==> config.mk <==
export PLATFORM = sky130hd
export DESIGN_NAME = pccd_decoder
export DESIGN_NICKNAME = d
export VERILOG_FILES = /design/src/rtl/pccd_pkg.sv /design/src/rtl/pccd_fifo.sv /design/src/rtl/pccd_decoder.sv
export SDC_FILE = /design/constraint.sdc
export NUM_CORES = 1
export LEC_CHECK = 0
export BUFFER_PORTS_ARGS = -buffer_cell sky130_fd_sc_hd__buf_2
export CAP_MARGIN = 30
export CORE_AREA = 2 2 167 210
export DETAILED_ROUTE_END_ITERATION = 12
export DIE_AREA = 0 0 169 212
export PLACE_DENSITY_LB_ADDON = 0.3
export SETUP_SLACK_MARGIN = 0.3
export SYNTH_ARGS = -nofsm -noshare
export SYNTH_HDL_FRONTEND = slang
export SYNTH_SLANG_ARGS = --single-unit
==> constraint.sdc <==
create_clock -name clk -period 5.7 [get_ports clk]
set_clock_uncertainty 0.05 [all_clocks]
set_input_delay 0.285 -clock clk [delete_from_list [all_inputs] [get_ports clk]]
set_output_delay 0.285 -clock clk [all_outputs]
set_load 0.01 [all_outputs]
==> src/rtl/pccd_pkg.sv <==
// Shared constants and carrier types for the command-block decoder
package pccd_pkg;

  // Command numbers
  localparam logic [15:0] CMD_QRESP_READ = 16'h17DD;
  localparam logic [15:0] CMD_BIT_WRITE = 16'h17DE;
  localparam logic [15:0] CMD_WR_FROM_REG = 16'h17DF;
  localparam logic [15:0] CMD_WR_FROM_IN = 16'h17E0;
  localparam logic [15:0] CMD_WR_FROM_OUT = 16'h17E1;

  // Block word indices (1-based, as numbered in the block)
  localparam int unsigned W_STAT_TYPE = 3;
  localparam int unsigned W_STAT_ADDR = 4;
  localparam int unsigned W_CMD = 7;
  localparam int unsigned W_CPU_ID = 8;
  localparam int unsigned W_TGT_TYPE = 9;
  localparam int unsigned W_TGT_ADDR = 10;
  localparam int unsigned W_LEN = 11;
  localparam int unsigned W_SRC_ADDR = 12;
  localparam int unsigned BLK_WORDS = 12;

  // Bit-write functions
  localparam logic [15:0] BW_SET_IN = 16'h000D;
  localparam logic [15:0] BW_SET_OUT = 16'h000E;
  localparam logic [15:0] BW_CLR_IN = 16'h0011;
  localparam logic [15:0] BW_CLR_OUT = 16'h0012;

  // Write-to-target memory types
  localparam logic [15:0] TGT_REG = 16'h0001;
  localparam logic [15:0] TGT_IN = 16'h0002;
  localparam logic [15:0] TGT_OUT = 16'h0003;

  // Memory type codes
  localparam logic [7:0] MT_REG = 8'h08;
  localparam logic [7:0] MT_AI = 8'h0A;
  localparam logic [7:0] MT_AQ = 8'h0C;
  localparam logic [7:0] MT_IN_BIT = 8'h46;
  localparam logic [7:0] MT_IN_BYTE = 8'h10;
  localparam logic [7:0] MT_OUT_BIT = 8'h48;
  localparam logic [7:0] MT_OUT_BYTE = 8'h12;
  localparam logic [7:0] MT_TMP_BIT = 8'h4A;
  localparam logic [7:0] MT_TMP_BYTE = 8'h14;
  localparam logic [7:0] MT_INT_BIT = 8'h4C;
  localparam logic [7:0] MT_INT_BYTE = 8'h16;
  localparam logic [7:0] MT_SA_BIT = 8'h4E;
  localparam logic [7:0] MT_SA_BYTE = 8'h18;
  localparam logic [7:0] MT_SB_BIT = 8'h50;
  localparam logic [7:0] MT_SB_BYTE = 8'h1A;
  localparam logic [7:0] MT_SC_BIT = 8'h52;
  localparam logic [7:0] MT_SC_BYTE = 8'h1C;
  localparam logic [7:0] MT_SYS_BIT = 8'h54;
  localparam logic [7:0] MT_SYS_BYTE = 8'h1E;
  localparam logic [7:0] MT_GLB_BIT = 8'h56;
  localparam logic [7:0] MT_GLB_BYTE = 8'h38;

  // Status codes
  localparam logic [7:0] ST_OK = 8'h01;
  localparam logic [7:0] ST_ZERO = 8'h00;
  localparam logic [7:0] ST_ILLEGAL = 8'h0B;
  localparam logic [7:0] ST_SVC_ERR = 8'h05;
  localparam logic [7:0] MINOR_BAD_PARAM = 8'hF4;
  localparam logic [7:0] MINOR_NO_PRIV = 8'hFE;
  localparam logic [15:0] QRESP_WORDS = 16'h0002;
  localparam logic [15:0] ONE_WORD = 16'h0001;

  // Area class of a decoded memory type
  typedef enum logic [1:0] {PCCD_U_WORD, PCCD_U_BIT, PCCD_U_BYTE, PCCD_U_NONE} pccd_unit_t;

  // Decoded memory type
  typedef struct packed {
    logic valid;
    logic read_only;
    pccd_unit_t unit;
  } pccd_mtype_t;

  // Request to the serial link engine
  typedef struct packed {
    logic [15:0] cmd;
    logic [15:0] cpu_id;
    logic [15:0] tgt_type;
    logic [15:0] tgt_addr;
    logic [15:0] length;
    logic [15:0] src_addr;
  } pccd_link_req_t;

  // Write into local memory (table fill or status word)
  typedef struct packed {
    logic [7:0] mem_type;
    logic [15:0] addr;
    logic [15:0] data;
  } pccd_mem_wr_t;

  // Completion report from the link engine
  typedef struct packed {
    logic [7:0] minor;
    logic [7:0] major;
  } pccd_status_t;

endpackage

==> src/rtl/pccd_fifo.sv <==
// Parameterised valid/ready FIFO for words fetched from the remote device
`timescale 1ns/1ps
module pccd_fifo #(
  parameter int unsigned WIDTH = 16,
  parameter int unsigned DEPTH = 16
) (
  // Clock and reset
  input wire logic clk,
  input wire logic arst_n,
  // Fill side
  input wire logic in_valid,
  output logic in_ready,
  input wire logic [WIDTH-1:0] in_data,
  // Drain side
  output logic out_valid,
  input wire logic out_ready,
  output logic [WIDTH-1:0] out_data
);
  localparam int unsigned AW = $clog2(DEPTH);

  logic [WIDTH-1:0] mem [DEPTH];
  logic [AW-1:0] wr_ptr_r;
  logic [AW-1:0] rd_ptr_r;
  logic [AW:0] count_r;
  logic push;
  logic pop;

  assign in_ready = (count_r != (AW+1)'(DEPTH));
  assign out_valid = (count_r != '0);
  assign push = in_valid && in_ready;
  assign pop = out_valid && out_ready;
  assign out_data = mem[rd_ptr_r];

  always_ff @(posedge clk) begin
    if (push) begin
      mem[wr_ptr_r] <= in_data;
    end
  end

  always_ff @(posedge clk or negedge arst_n) begin
    if (!arst_n) begin
      wr_ptr_r <= '0;
      rd_ptr_r <= '0;
      count_r <= '0;
    end else begin
      if (push) begin
        wr_ptr_r <= (wr_ptr_r == AW'(DEPTH-1)) ? '0 : wr_ptr_r + 1'b1;
      end
      if (pop) begin
        rd_ptr_r <= (rd_ptr_r == AW'(DEPTH-1)) ? '0 : rd_ptr_r + 1'b1;
      end
      count_r <= count_r + (AW+1)'(push) - (AW+1)'(pop);
    end
  end
endmodule

==> src/rtl/pccd_decoder.sv <==
// Command-block decoder: parses blocks, drives the link engine, writes results and status
// Function
// - Query-response read stores two words at word 12
// - Bit write: 13/14 set, 17/18 clear
// - Commands 06111-06113 write from register/input/output
// - Write target types: 1 reg, 2 input, 3 output
// - Ignore words 5 and 6; command at 7
// - Status goes to type word 3, address 4 plus 1
// - Word codes 08h, 0Ah, 0Ch recognised
// - Discrete bit/byte code pairs decoded
// - System area read only; global 56h/38h
// - Byte codes count offsets and lengths in bytes; decoder passes addresses and length through unscaled
// - Status word written is never zero
// - Success writes low 1, high 0
// - Failure: major above 1, minor high byte
// - Errors copied into diagnostic status word one
// - Major 01h means success
`timescale 1ns/1ps
module pccd_decoder #(
  parameter int unsigned FIFO_DEPTH = 16
) (
  // Clock and reset
  input wire logic clk,
  input wire logic arst_n,
  // Command block words from the controller CPU, one per cycle
  input wire logic blk_valid,
  output logic blk_ready,
  input wire logic [15:0] blk_word,
  input wire logic blk_last,
  // Request to the serial link engine
  output logic link_req_valid,
  input wire logic link_req_ready,
  output pccd_pkg::pccd_link_req_t link_req,
  // Words fetched from the remote device
  input wire logic rx_valid,
  output logic rx_ready,
  input wire logic [15:0] rx_data,
  // Completion from the link engine
  input wire logic link_done,
  input wire pccd_pkg::pccd_status_t link_status,
  // Writes into local memory
  output logic mem_wr_valid,
  input wire logic mem_wr_ready,
  output pccd_pkg::pccd_mem_wr_t mem_wr,
  // Unit of the decoded target area and first diagnostic word
  output pccd_pkg::pccd_unit_t tgt_unit,
  output logic [15:0] diag_status_word,
  output logic busy
);

  typedef enum {S_COLLECT, S_CHECK, S_REQ, S_WAIT, S_DRAIN, S_STATUS} pccd_state_t;

  pccd_state_t state_r;
  logic [15:0] blk_r [pccd_pkg::BLK_WORDS+1];
  logic [3:0] widx_r;
  logic [15:0] fill_cnt_r;
  pccd_pkg::pccd_status_t result_r;
  logic [15:0] diag_r;
  logic fifo_valid;
  logic fifo_ready;
  logic [15:0] fifo_data;
  logic cmd_ok;
  pccd_pkg::pccd_status_t check_err;

  // ----------------------------------------------------------------
  // Memory type decode
  // ----------------------------------------------------------------
  function automatic pccd_pkg::pccd_mtype_t decode_mtype(input logic [7:0] code);
    pccd_pkg::pccd_mtype_t m;
    m = '{valid: 1'b1, read_only: 1'b0, unit: pccd_pkg::PCCD_U_NONE};
    case (code)
      pccd_pkg::MT_REG, pccd_pkg::MT_AI, pccd_pkg::MT_AQ: m.unit = pccd_pkg::PCCD_U_WORD;
      pccd_pkg::MT_IN_BIT, pccd_pkg::MT_OUT_BIT, pccd_pkg::MT_TMP_BIT, pccd_pkg::MT_INT_BIT,
      pccd_pkg::MT_SA_BIT, pccd_pkg::MT_SB_BIT, pccd_pkg::MT_SC_BIT: m.unit = pccd_pkg::PCCD_U_BIT;
      pccd_pkg::MT_IN_BYTE, pccd_pkg::MT_OUT_BYTE, pccd_pkg::MT_TMP_BYTE, pccd_pkg::MT_INT_BYTE,
      pccd_pkg::MT_SA_BYTE, pccd_pkg::MT_SB_BYTE, pccd_pkg::MT_SC_BYTE: m.unit = pccd_pkg::PCCD_U_BYTE;
      pccd_pkg::MT_SYS_BIT: begin
        m.unit = pccd_pkg::PCCD_U_BIT;
        m.read_only = 1'b1;
      end
      pccd_pkg::MT_SYS_BYTE: begin
        m.unit = pccd_pkg::PCCD_U_BYTE;
        m.read_only = 1'b1;
      end
      pccd_pkg::MT_GLB_BIT: m.unit = pccd_pkg::PCCD_U_BIT;
      pccd_pkg::MT_GLB_BYTE: m.unit = pccd_pkg::PCCD_U_BYTE;
      default: m.valid = 1'b0;
    endcase
    return m;
  endfunction

  // Maps the bit-write function and write-to-target type to an area unit
  function automatic pccd_pkg::pccd_unit_t tgt_class(input logic [15:0] cmd, input logic [15:0] typ);
    pccd_pkg::pccd_unit_t u;
    u = pccd_pkg::PCCD_U_NONE;
    if (cmd == pccd_pkg::CMD_BIT_WRITE) begin
      if (typ == pccd_pkg::BW_SET_IN || typ == pccd_pkg::BW_SET_OUT ||
          typ == pccd_pkg::BW_CLR_IN || typ == pccd_pkg::BW_CLR_OUT) begin
        u = pccd_pkg::PCCD_U_BIT;
      end
    end else if (cmd == pccd_pkg::CMD_QRESP_READ) begin
      u = pccd_pkg::PCCD_U_WORD;
    end else if (typ == pccd_pkg::TGT_REG) begin
      u = pccd_pkg::PCCD_U_WORD;
    end else if (typ == pccd_pkg::TGT_IN || typ == pccd_pkg::TGT_OUT) begin
      u = pccd_pkg::PCCD_U_BIT;
    end
    return u;
  endfunction

  // ----------------------------------------------------------------
  // Block capture
  // ----------------------------------------------------------------
  assign blk_ready = (state_r == S_COLLECT);

  // Words beyond the block length are dropped; words 5 and 6 are kept but never read
  always_ff @(posedge clk or negedge arst_n) begin
    if (!arst_n) begin
      widx_r <= 4'h1;
      for (int i = 0; i <= pccd_pkg::BLK_WORDS; i++) begin
        blk_r[i] <= 16'h0000;
      end
    end else if (state_r == S_COLLECT && blk_valid) begin
      if (widx_r <= 4'(pccd_pkg::BLK_WORDS)) begin
        blk_r[widx_r] <= blk_word;
      end
      // Index parks one past the block so an over-long block cannot wrap onto word 1
      if (blk_last) begin
        widx_r <= 4'h1;
      end else if (widx_r <= 4'(pccd_pkg::BLK_WORDS)) begin
        widx_r <= widx_r + 4'h1;
      end
    end else if (state_r == S_STATUS && mem_wr_ready) begin
      for (int i = 1; i <= pccd_pkg::BLK_WORDS; i++) begin
        blk_r[i] <= 16'h0000;
      end
    end
  end

  // ----------------------------------------------------------------
  // Validation
  // ----------------------------------------------------------------
  logic [15:0] cmd_w;
  logic [15:0] typ_w;
  pccd_pkg::pccd_mtype_t stat_mt;
  assign cmd_w = blk_r[pccd_pkg::W_CMD];
  assign typ_w = blk_r[pccd_pkg::W_TGT_TYPE];
  assign stat_mt = decode_mtype(blk_r[pccd_pkg::W_STAT_TYPE][7:0]);
  assign tgt_unit = tgt_class(cmd_w, typ_w);

  always_comb begin
    cmd_ok = 1'b0;
    check_err = '{minor: pccd_pkg::ST_ZERO, major: pccd_pkg::ST_ILLEGAL};
    case (cmd_w)
      pccd_pkg::CMD_QRESP_READ, pccd_pkg::CMD_BIT_WRITE, pccd_pkg::CMD_WR_FROM_REG,
      pccd_pkg::CMD_WR_FROM_IN, pccd_pkg::CMD_WR_FROM_OUT: begin
        if (tgt_unit == pccd_pkg::PCCD_U_NONE) begin
          check_err = '{minor: pccd_pkg::MINOR_BAD_PARAM, major: pccd_pkg::ST_SVC_ERR};
        end else if (!stat_mt.valid || stat_mt.read_only) begin
          check_err = '{minor: pccd_pkg::MINOR_NO_PRIV, major: pccd_pkg::ST_SVC_ERR};
        end else begin
          cmd_ok = 1'b1;
        end
      end
      default: cmd_ok = 1'b0;
    endcase
  end

  // ----------------------------------------------------------------
  // Sequencer
  // ----------------------------------------------------------------
  always_ff @(posedge clk or negedge arst_n) begin
    if (!arst_n) begin
      state_r <= S_COLLECT;
    end else begin
      case (state_r)
        S_COLLECT: begin
          if (blk_valid && blk_last) begin
            state_r <= S_CHECK;
          end
        end
        S_CHECK: state_r <= cmd_ok ? S_REQ : S_STATUS;
        S_REQ: begin
          if (link_req_ready) begin
            state_r <= S_WAIT;
          end
        end
        S_WAIT: if (link_done) begin
          state_r <= (cmd_w == pccd_pkg::CMD_QRESP_READ && link_status.major == pccd_pkg::ST_OK) ?
                     S_DRAIN : S_STATUS;
        end
        S_DRAIN: begin
          if (fill_cnt_r == pccd_pkg::QRESP_WORDS) begin
            state_r <= S_STATUS;
          end
        end
        S_STATUS: begin
          if (mem_wr_ready) begin
            state_r <= S_COLLECT;
          end
        end
        default: state_r <= S_COLLECT;
      endcase
    end
  end

  assign busy = (state_r != S_COLLECT);
  assign link_req_valid = (state_r == S_REQ);
  assign link_req = '{cmd: cmd_w, cpu_id: blk_r[pccd_pkg::W_CPU_ID], tgt_type: typ_w,
                      tgt_addr: blk_r[pccd_pkg::W_TGT_ADDR], length: blk_r[pccd_pkg::W_LEN],
                      src_addr: blk_r[pccd_pkg::W_SRC_ADDR]};

  // ----------------------------------------------------------------
  // Result word and diagnostics
  // ----------------------------------------------------------------
  always_ff @(posedge clk or negedge arst_n) begin
    if (!arst_n) begin
      result_r <= '{minor: pccd_pkg::ST_ZERO, major: pccd_pkg::ST_OK};
    end else if (state_r == S_CHECK) begin
      if (cmd_ok) begin
        result_r <= '{minor: pccd_pkg::ST_ZERO, major: pccd_pkg::ST_OK};
      end else begin
        result_r <= check_err;
      end
    end else if (state_r == S_WAIT && link_done) begin
      if (link_status.major == pccd_pkg::ST_OK) begin
        result_r <= '{minor: pccd_pkg::ST_ZERO, major: pccd_pkg::ST_OK};
      end else if (link_status.major == pccd_pkg::ST_ZERO) begin
        result_r <= '{minor: link_status.minor, major: pccd_pkg::ST_ILLEGAL};
      end else begin
        result_r <= link_status;
      end
    end
  end

  // Diagnostic word keeps the last error; a success leaves it alone
  always_ff @(posedge clk or negedge arst_n) begin
    if (!arst_n) begin
      diag_r <= 16'h0000;
    end else if (state_r == S_STATUS && mem_wr_ready && result_r.major != pccd_pkg::ST_OK) begin
      diag_r <= result_r;
    end
  end
  assign diag_status_word = diag_r;

  // ----------------------------------------------------------------
  // Query-response buffering
  // ----------------------------------------------------------------
  pccd_fifo #(.WIDTH(16), .DEPTH(FIFO_DEPTH)) u_fifo (
    .clk(clk),
    .arst_n(arst_n),
    .in_valid(rx_valid),
    .in_ready(rx_ready),
    .in_data(rx_data),
    .out_valid(fifo_valid),
    .out_ready(fifo_ready),
    .out_data(fifo_data)
  );

  // Surplus fetched words stay queued for the next read; a short fetch stalls the drain
  assign fifo_ready = (state_r == S_DRAIN) && mem_wr_ready && (fill_cnt_r != pccd_pkg::QRESP_WORDS);

  always_ff @(posedge clk or negedge arst_n) begin
    if (!arst_n) begin
      fill_cnt_r <= 16'h0000;
    end else if (state_r == S_CHECK) begin
      fill_cnt_r <= 16'h0000;
    end else if (fifo_valid && fifo_ready) begin
      fill_cnt_r <= fill_cnt_r + pccd_pkg::ONE_WORD;
    end
  end

  // Status address is stored minus one, so one is added back
  always_comb begin
    mem_wr_valid = 1'b0;
    mem_wr = '{mem_type: pccd_pkg::MT_REG, addr: 16'h0000, data: 16'h0000};
    if (state_r == S_DRAIN) begin
      mem_wr_valid = fifo_valid && (fill_cnt_r != pccd_pkg::QRESP_WORDS);
      mem_wr = '{mem_type: pccd_pkg::MT_REG, addr: blk_r[pccd_pkg::W_SRC_ADDR] + fill_cnt_r,
                 data: fifo_data};
    end else if (state_r == S_STATUS) begin
      mem_wr_valid = 1'b1;
      mem_wr = '{mem_type: blk_r[pccd_pkg::W_STAT_TYPE][7:0],
                 addr: blk_r[pccd_pkg::W_STAT_ADDR] + pccd_pkg::ONE_WORD, data: result_r};
    end
  end
endmodule

==> flow_metrics.env <==
export IMPL_whs_ns=0.0239
export IMPL_worstMarginPinSlew_ns=1.04
export IMPL_initial_core_util_pct=59.2
export IMPL_clkTransAtPathRegs_ns=0.06
export IMPL_cp_common_cell="mux4_2"
export IMPL_yosys_register_bits=444
export IMPL_synth_distinct_cells=72
export IMPL_fmax_mhz=265
export IMPL_row_count=76
export IMPL_tritoncts="yes"
export IMPL_grt_max_degree=93
export IMPL_die_y_um=212
export IMPL_clockBufferDepth=3
export IMPL_topRoutingLayerUsed="met5"
export IMPL_antenna_found_initial=7
export IMPL_power_leakage_uw=0.00940
export IMPL_wl_met1_mm=19.2
export IMPL_wl_met3_mm=3.18
export IMPL_die_x_um=169
export IMPL_clk_insertion_delay_late_ns=0.56
export IMPL_post_drt_wl_per_cell_um=24.2
export IMPL_dp_hpwl_mm=35.0
export IMPL_ys_top_cells_by_area="edfxtp_1, dfrtp_1, mux4_2, nand2_1, buf_4"
export IMPL_synth_edf_count=256
export IMPL_relSlewSlack_pct=30.8
export IMPL_crit_path_end_kind="output pin"
export IMPL_synthArstFlopShare_pct=42.3
export IMPL_powerDensity_nw_per_um2=411
export IMPL_firstDrtPassIters=7
export IMPL_synth_nets=1652
export IMPL_final_common_cell="nand2_1"
export IMPL_grt_pass1_vias=13300
export IMPL_most_common_layout_cells="nand2_1, edfxtp_1, buf_2"
export IMPL_drt_antenna_violating_nets=0
export IMPL_gp_congestion=0.845
export IMPL_met2_length_mm=27.4
export IMPL_hold_path_class="primary input to flop"
export IMPL_status="complete, no violations"
export IMPL_crit_chain="buf_4, mux4_2, mux4_2, a22o_1, buf_2"
export IMPL_finalHoldViolations=0
export IMPL_ctsHtreeMaxLevel=2
export IMPL_cts_root_buf="clkbuf_16"
export IMPL_crit_buf_inv=2
export IMPL_cts_sinks=444
export IMPL_ir_worst_vdd_uv=221
export IMPL_path_depth=5
export IMPL_synth_ff_type="edfxtp_1"
export IMPL_worstSetupPathType="flop to output pin"
export IMPL_synth_area_um2=20200
export IMPL_max_stage_delay_ns=1.04
export IMPL_cp_max_fo=41
export IMPL_yosys_warnings=0
export IMPL_setup_violations=0
export IMPL_crit_family="flip-flops"
export IMPL_yosysTopAreaCellShare_pct=38.1
export IMPL_multiInputGateArea_um2=6640
export IMPL_drt_iter0_markers=1199
export IMPL_synth_seq_area_share_pct=61.5
export IMPL_hold_path_cell_count=3
export IMPL_ff_latch_area_um2=12400
export IMPL_grt_overflow=0
export IMPL_grt_pass1_wl_mm=79.0
export IMPL_cp_start_kind="flop"
export IMPL_numCtsBuffers=42
export IMPL_fin_crit_ns=3.78
export IMPL_boundaryPins=215
export IMPL_maxSlewViolCount=0
export IMPL_grt_usage_pct=29.5
export IMPL_nets=1783
export IMPL_cp_slowest_cell="dfrtp_2"
export IMPL_finalCritPeriodShare_pct=66.3
export IMPL_drive_above_1_share_pct=23.9
export IMPL_grt_setup_unrepaired="false"
export IMPL_synth_largest_area_cell="edfxtp_1"
export IMPL_syn_area_per_cell_um2=12.9
export IMPL_vias_per_cell=6.18
export IMPL_core_um2=34000
export IMPL_drv_cap=0
export IMPL_tns_ns=0
export IMPL_synthCells=1561
export IMPL_vias=13357
export IMPL_arrival_ns=3.45
export IMPL_area_delta_synth_final_pct=13.2
export IMPL_worst_r2r_path_depth=15
export IMPL_dieArea_um2=35800
export IMPL_drcViolationCount=0
export IMPL_critPathRequiredTime_ns=5.37
export IMPL_port_buffers=214
export IMPL_cts_setup_buffers=0
export IMPL_fill_cells=2392
export IMPL_wl_mm=52.4
## cells in the mapped netlist (3+ instances only)
| cell | count |
|---|---|
| o22ai_1 | 11 |
| a22o_1 | 22 |
| clkbuf_1 | 50 |
| ha_1 | 33 |
| or3_1 | 6 |
| nand2_1 | 294 |
| a22oi_1 | 6 |
| nand2b_1 | 8 |
| edfxtp_1 | 256 |
| dfrtp_1 | 186 |
| inv_1 | 20 |
| o21ai_1 | 116 |
| xor2_1 | 25 |
| mux2_1 | 10 |
| nor4_1 | 7 |
| and2_1 | 23 |
| a211o_1 | 3 |
| nor2_1 | 37 |
| o21ai_0 | 22 |
| buf_1 | 7 |
| nand4_1 | 10 |
| nand3_1 | 39 |
| and3_1 | 21 |
| buf_4 | 99 |
| nand3b_1 | 4 |
| mux4_2 | 80 |
| a31oi_1 | 5 |
| o31ai_1 | 5 |
| buf_2 | 23 |
| and4_1 | 8 |
| o21a_1 | 9 |
| a21o_1 | 8 |
| mux2_2 | 6 |
| nor3_1 | 14 |
| a21oi_1 | 21 |
| xnor2_1 | 15 |
| nor2b_1 | 5 |
## layer usage
metal  vias to the layer above  GRT usage, %
met5                         -             0
met4                         2          15.2
met3                       151          4.45
met2                       621          52.5
met1                      6704          34.9
li1                       5879             -
## what timing repair did
action / 4_1_cts / 5_1_grt
hold buffers: 18 / 0
hold endpoints to repair: 104 / 0
resized for setup: 0 / 0
## sequential cells by signal, indices dropped and copies added (netlist names), 5 cells and up
| name | flops |
|---|---|
| result_r | 16 |
| u_fifo.mem | 256 |
| diag_status_word | 16 |
| u_fifo.count_r | 5 |
| fill_cnt_r | 16 |
| cmd_w | 16 |
| blk_r | 24 |
| typ_w | 16 |
| link_req | 64 |
## final timing paths
path                                      startpoint                    to  slack [ns]
max in group asynchronous                     arst_n           result_r[8]        4.07
worst max-delay path              u_fifo.rd_ptr_r[1]             mem_wr[9]        1.92
worst min-delay path                     blk_word[8]            blk_r[136]        0.02
worst max register to register     u_fifo.count_r[2]     u_fifo.count_r[4]        2.27
worst min register to register  diag_status_word[12]  diag_status_word[12]        0.43
min in group asynchronous                     arst_n            blk_r[137]        0.31
## power by group
group	internal, uW	switching [uW]	total [uW]
registers	3730	294	4020
logic	1080	1380	2460
clock network	1680	1220	2900
## worst reg2reg max path, stage by stage (launching register included)
cell and delay (ns):
dfrtp_1 0.39, inv_1 0.10, ha_1 0.18, inv_1 0.05
o41ai_1 0.65, nor2_1 0.11, nand2_2 0.18, clkinv_2 0.18
ha_1 0.34, inv_1 0.04, ha_1 0.23, fa_1 0.44
a21oi_1 0.15, nor2_1 0.05, nor2_1 0.10, xnor2_1 0.12
## per-stage QoR
| step | utilization [%] | setup slack [ns] | area [um^2] | power, uW | cells |
|---|---|---|---|---|---|
| finish | 67.1 | 1.92 | 22800 | 9380 | 2161 |
| global route | 67.1 | 1.85 | 22800 | 9730 | 2160 |
| CTS | 66.9 | 1.95 | 22800 | 9410 | 2153 |
| detailed placement | 62.2 | 2.41 | 21200 | 6480 | 2057 |
| global placement | 61.2 | 2.49 | 20800 | 6320 | 2040 |
| floorplan | - | 2.71 | 20200 | 5620 | 1561 |
## area by class of cell
cell class,count,area share (%)
Antenna cell,6,0.0658
Sequential cell,444,54.3
Clock inverter,16,0.981
Tap cell,429,2.35
Inverter,21,0.351
Multi-Input combinational cell,917,29.1
Timing Repair Buffer,266,7.67
Clock buffer,62,5.20
## logic make-up (layout without fill, tap and decap cells)
family	count (synthesis)	after routing	share of synthesized area [%]
AO/OA/AOI/OAI	252	252	7.67
XOR/XNOR	40	40	1.74
adder cells (fa/ha/maj)	35	35	2.25
buffers and inverters	200	365	5.71
flip-flops	444	444	61.5
multiplexers	96	96	9.83
other	0	6	0
AND/OR/NAND/NOR	494	494	11.3
(Power assumes the default switching activity.)
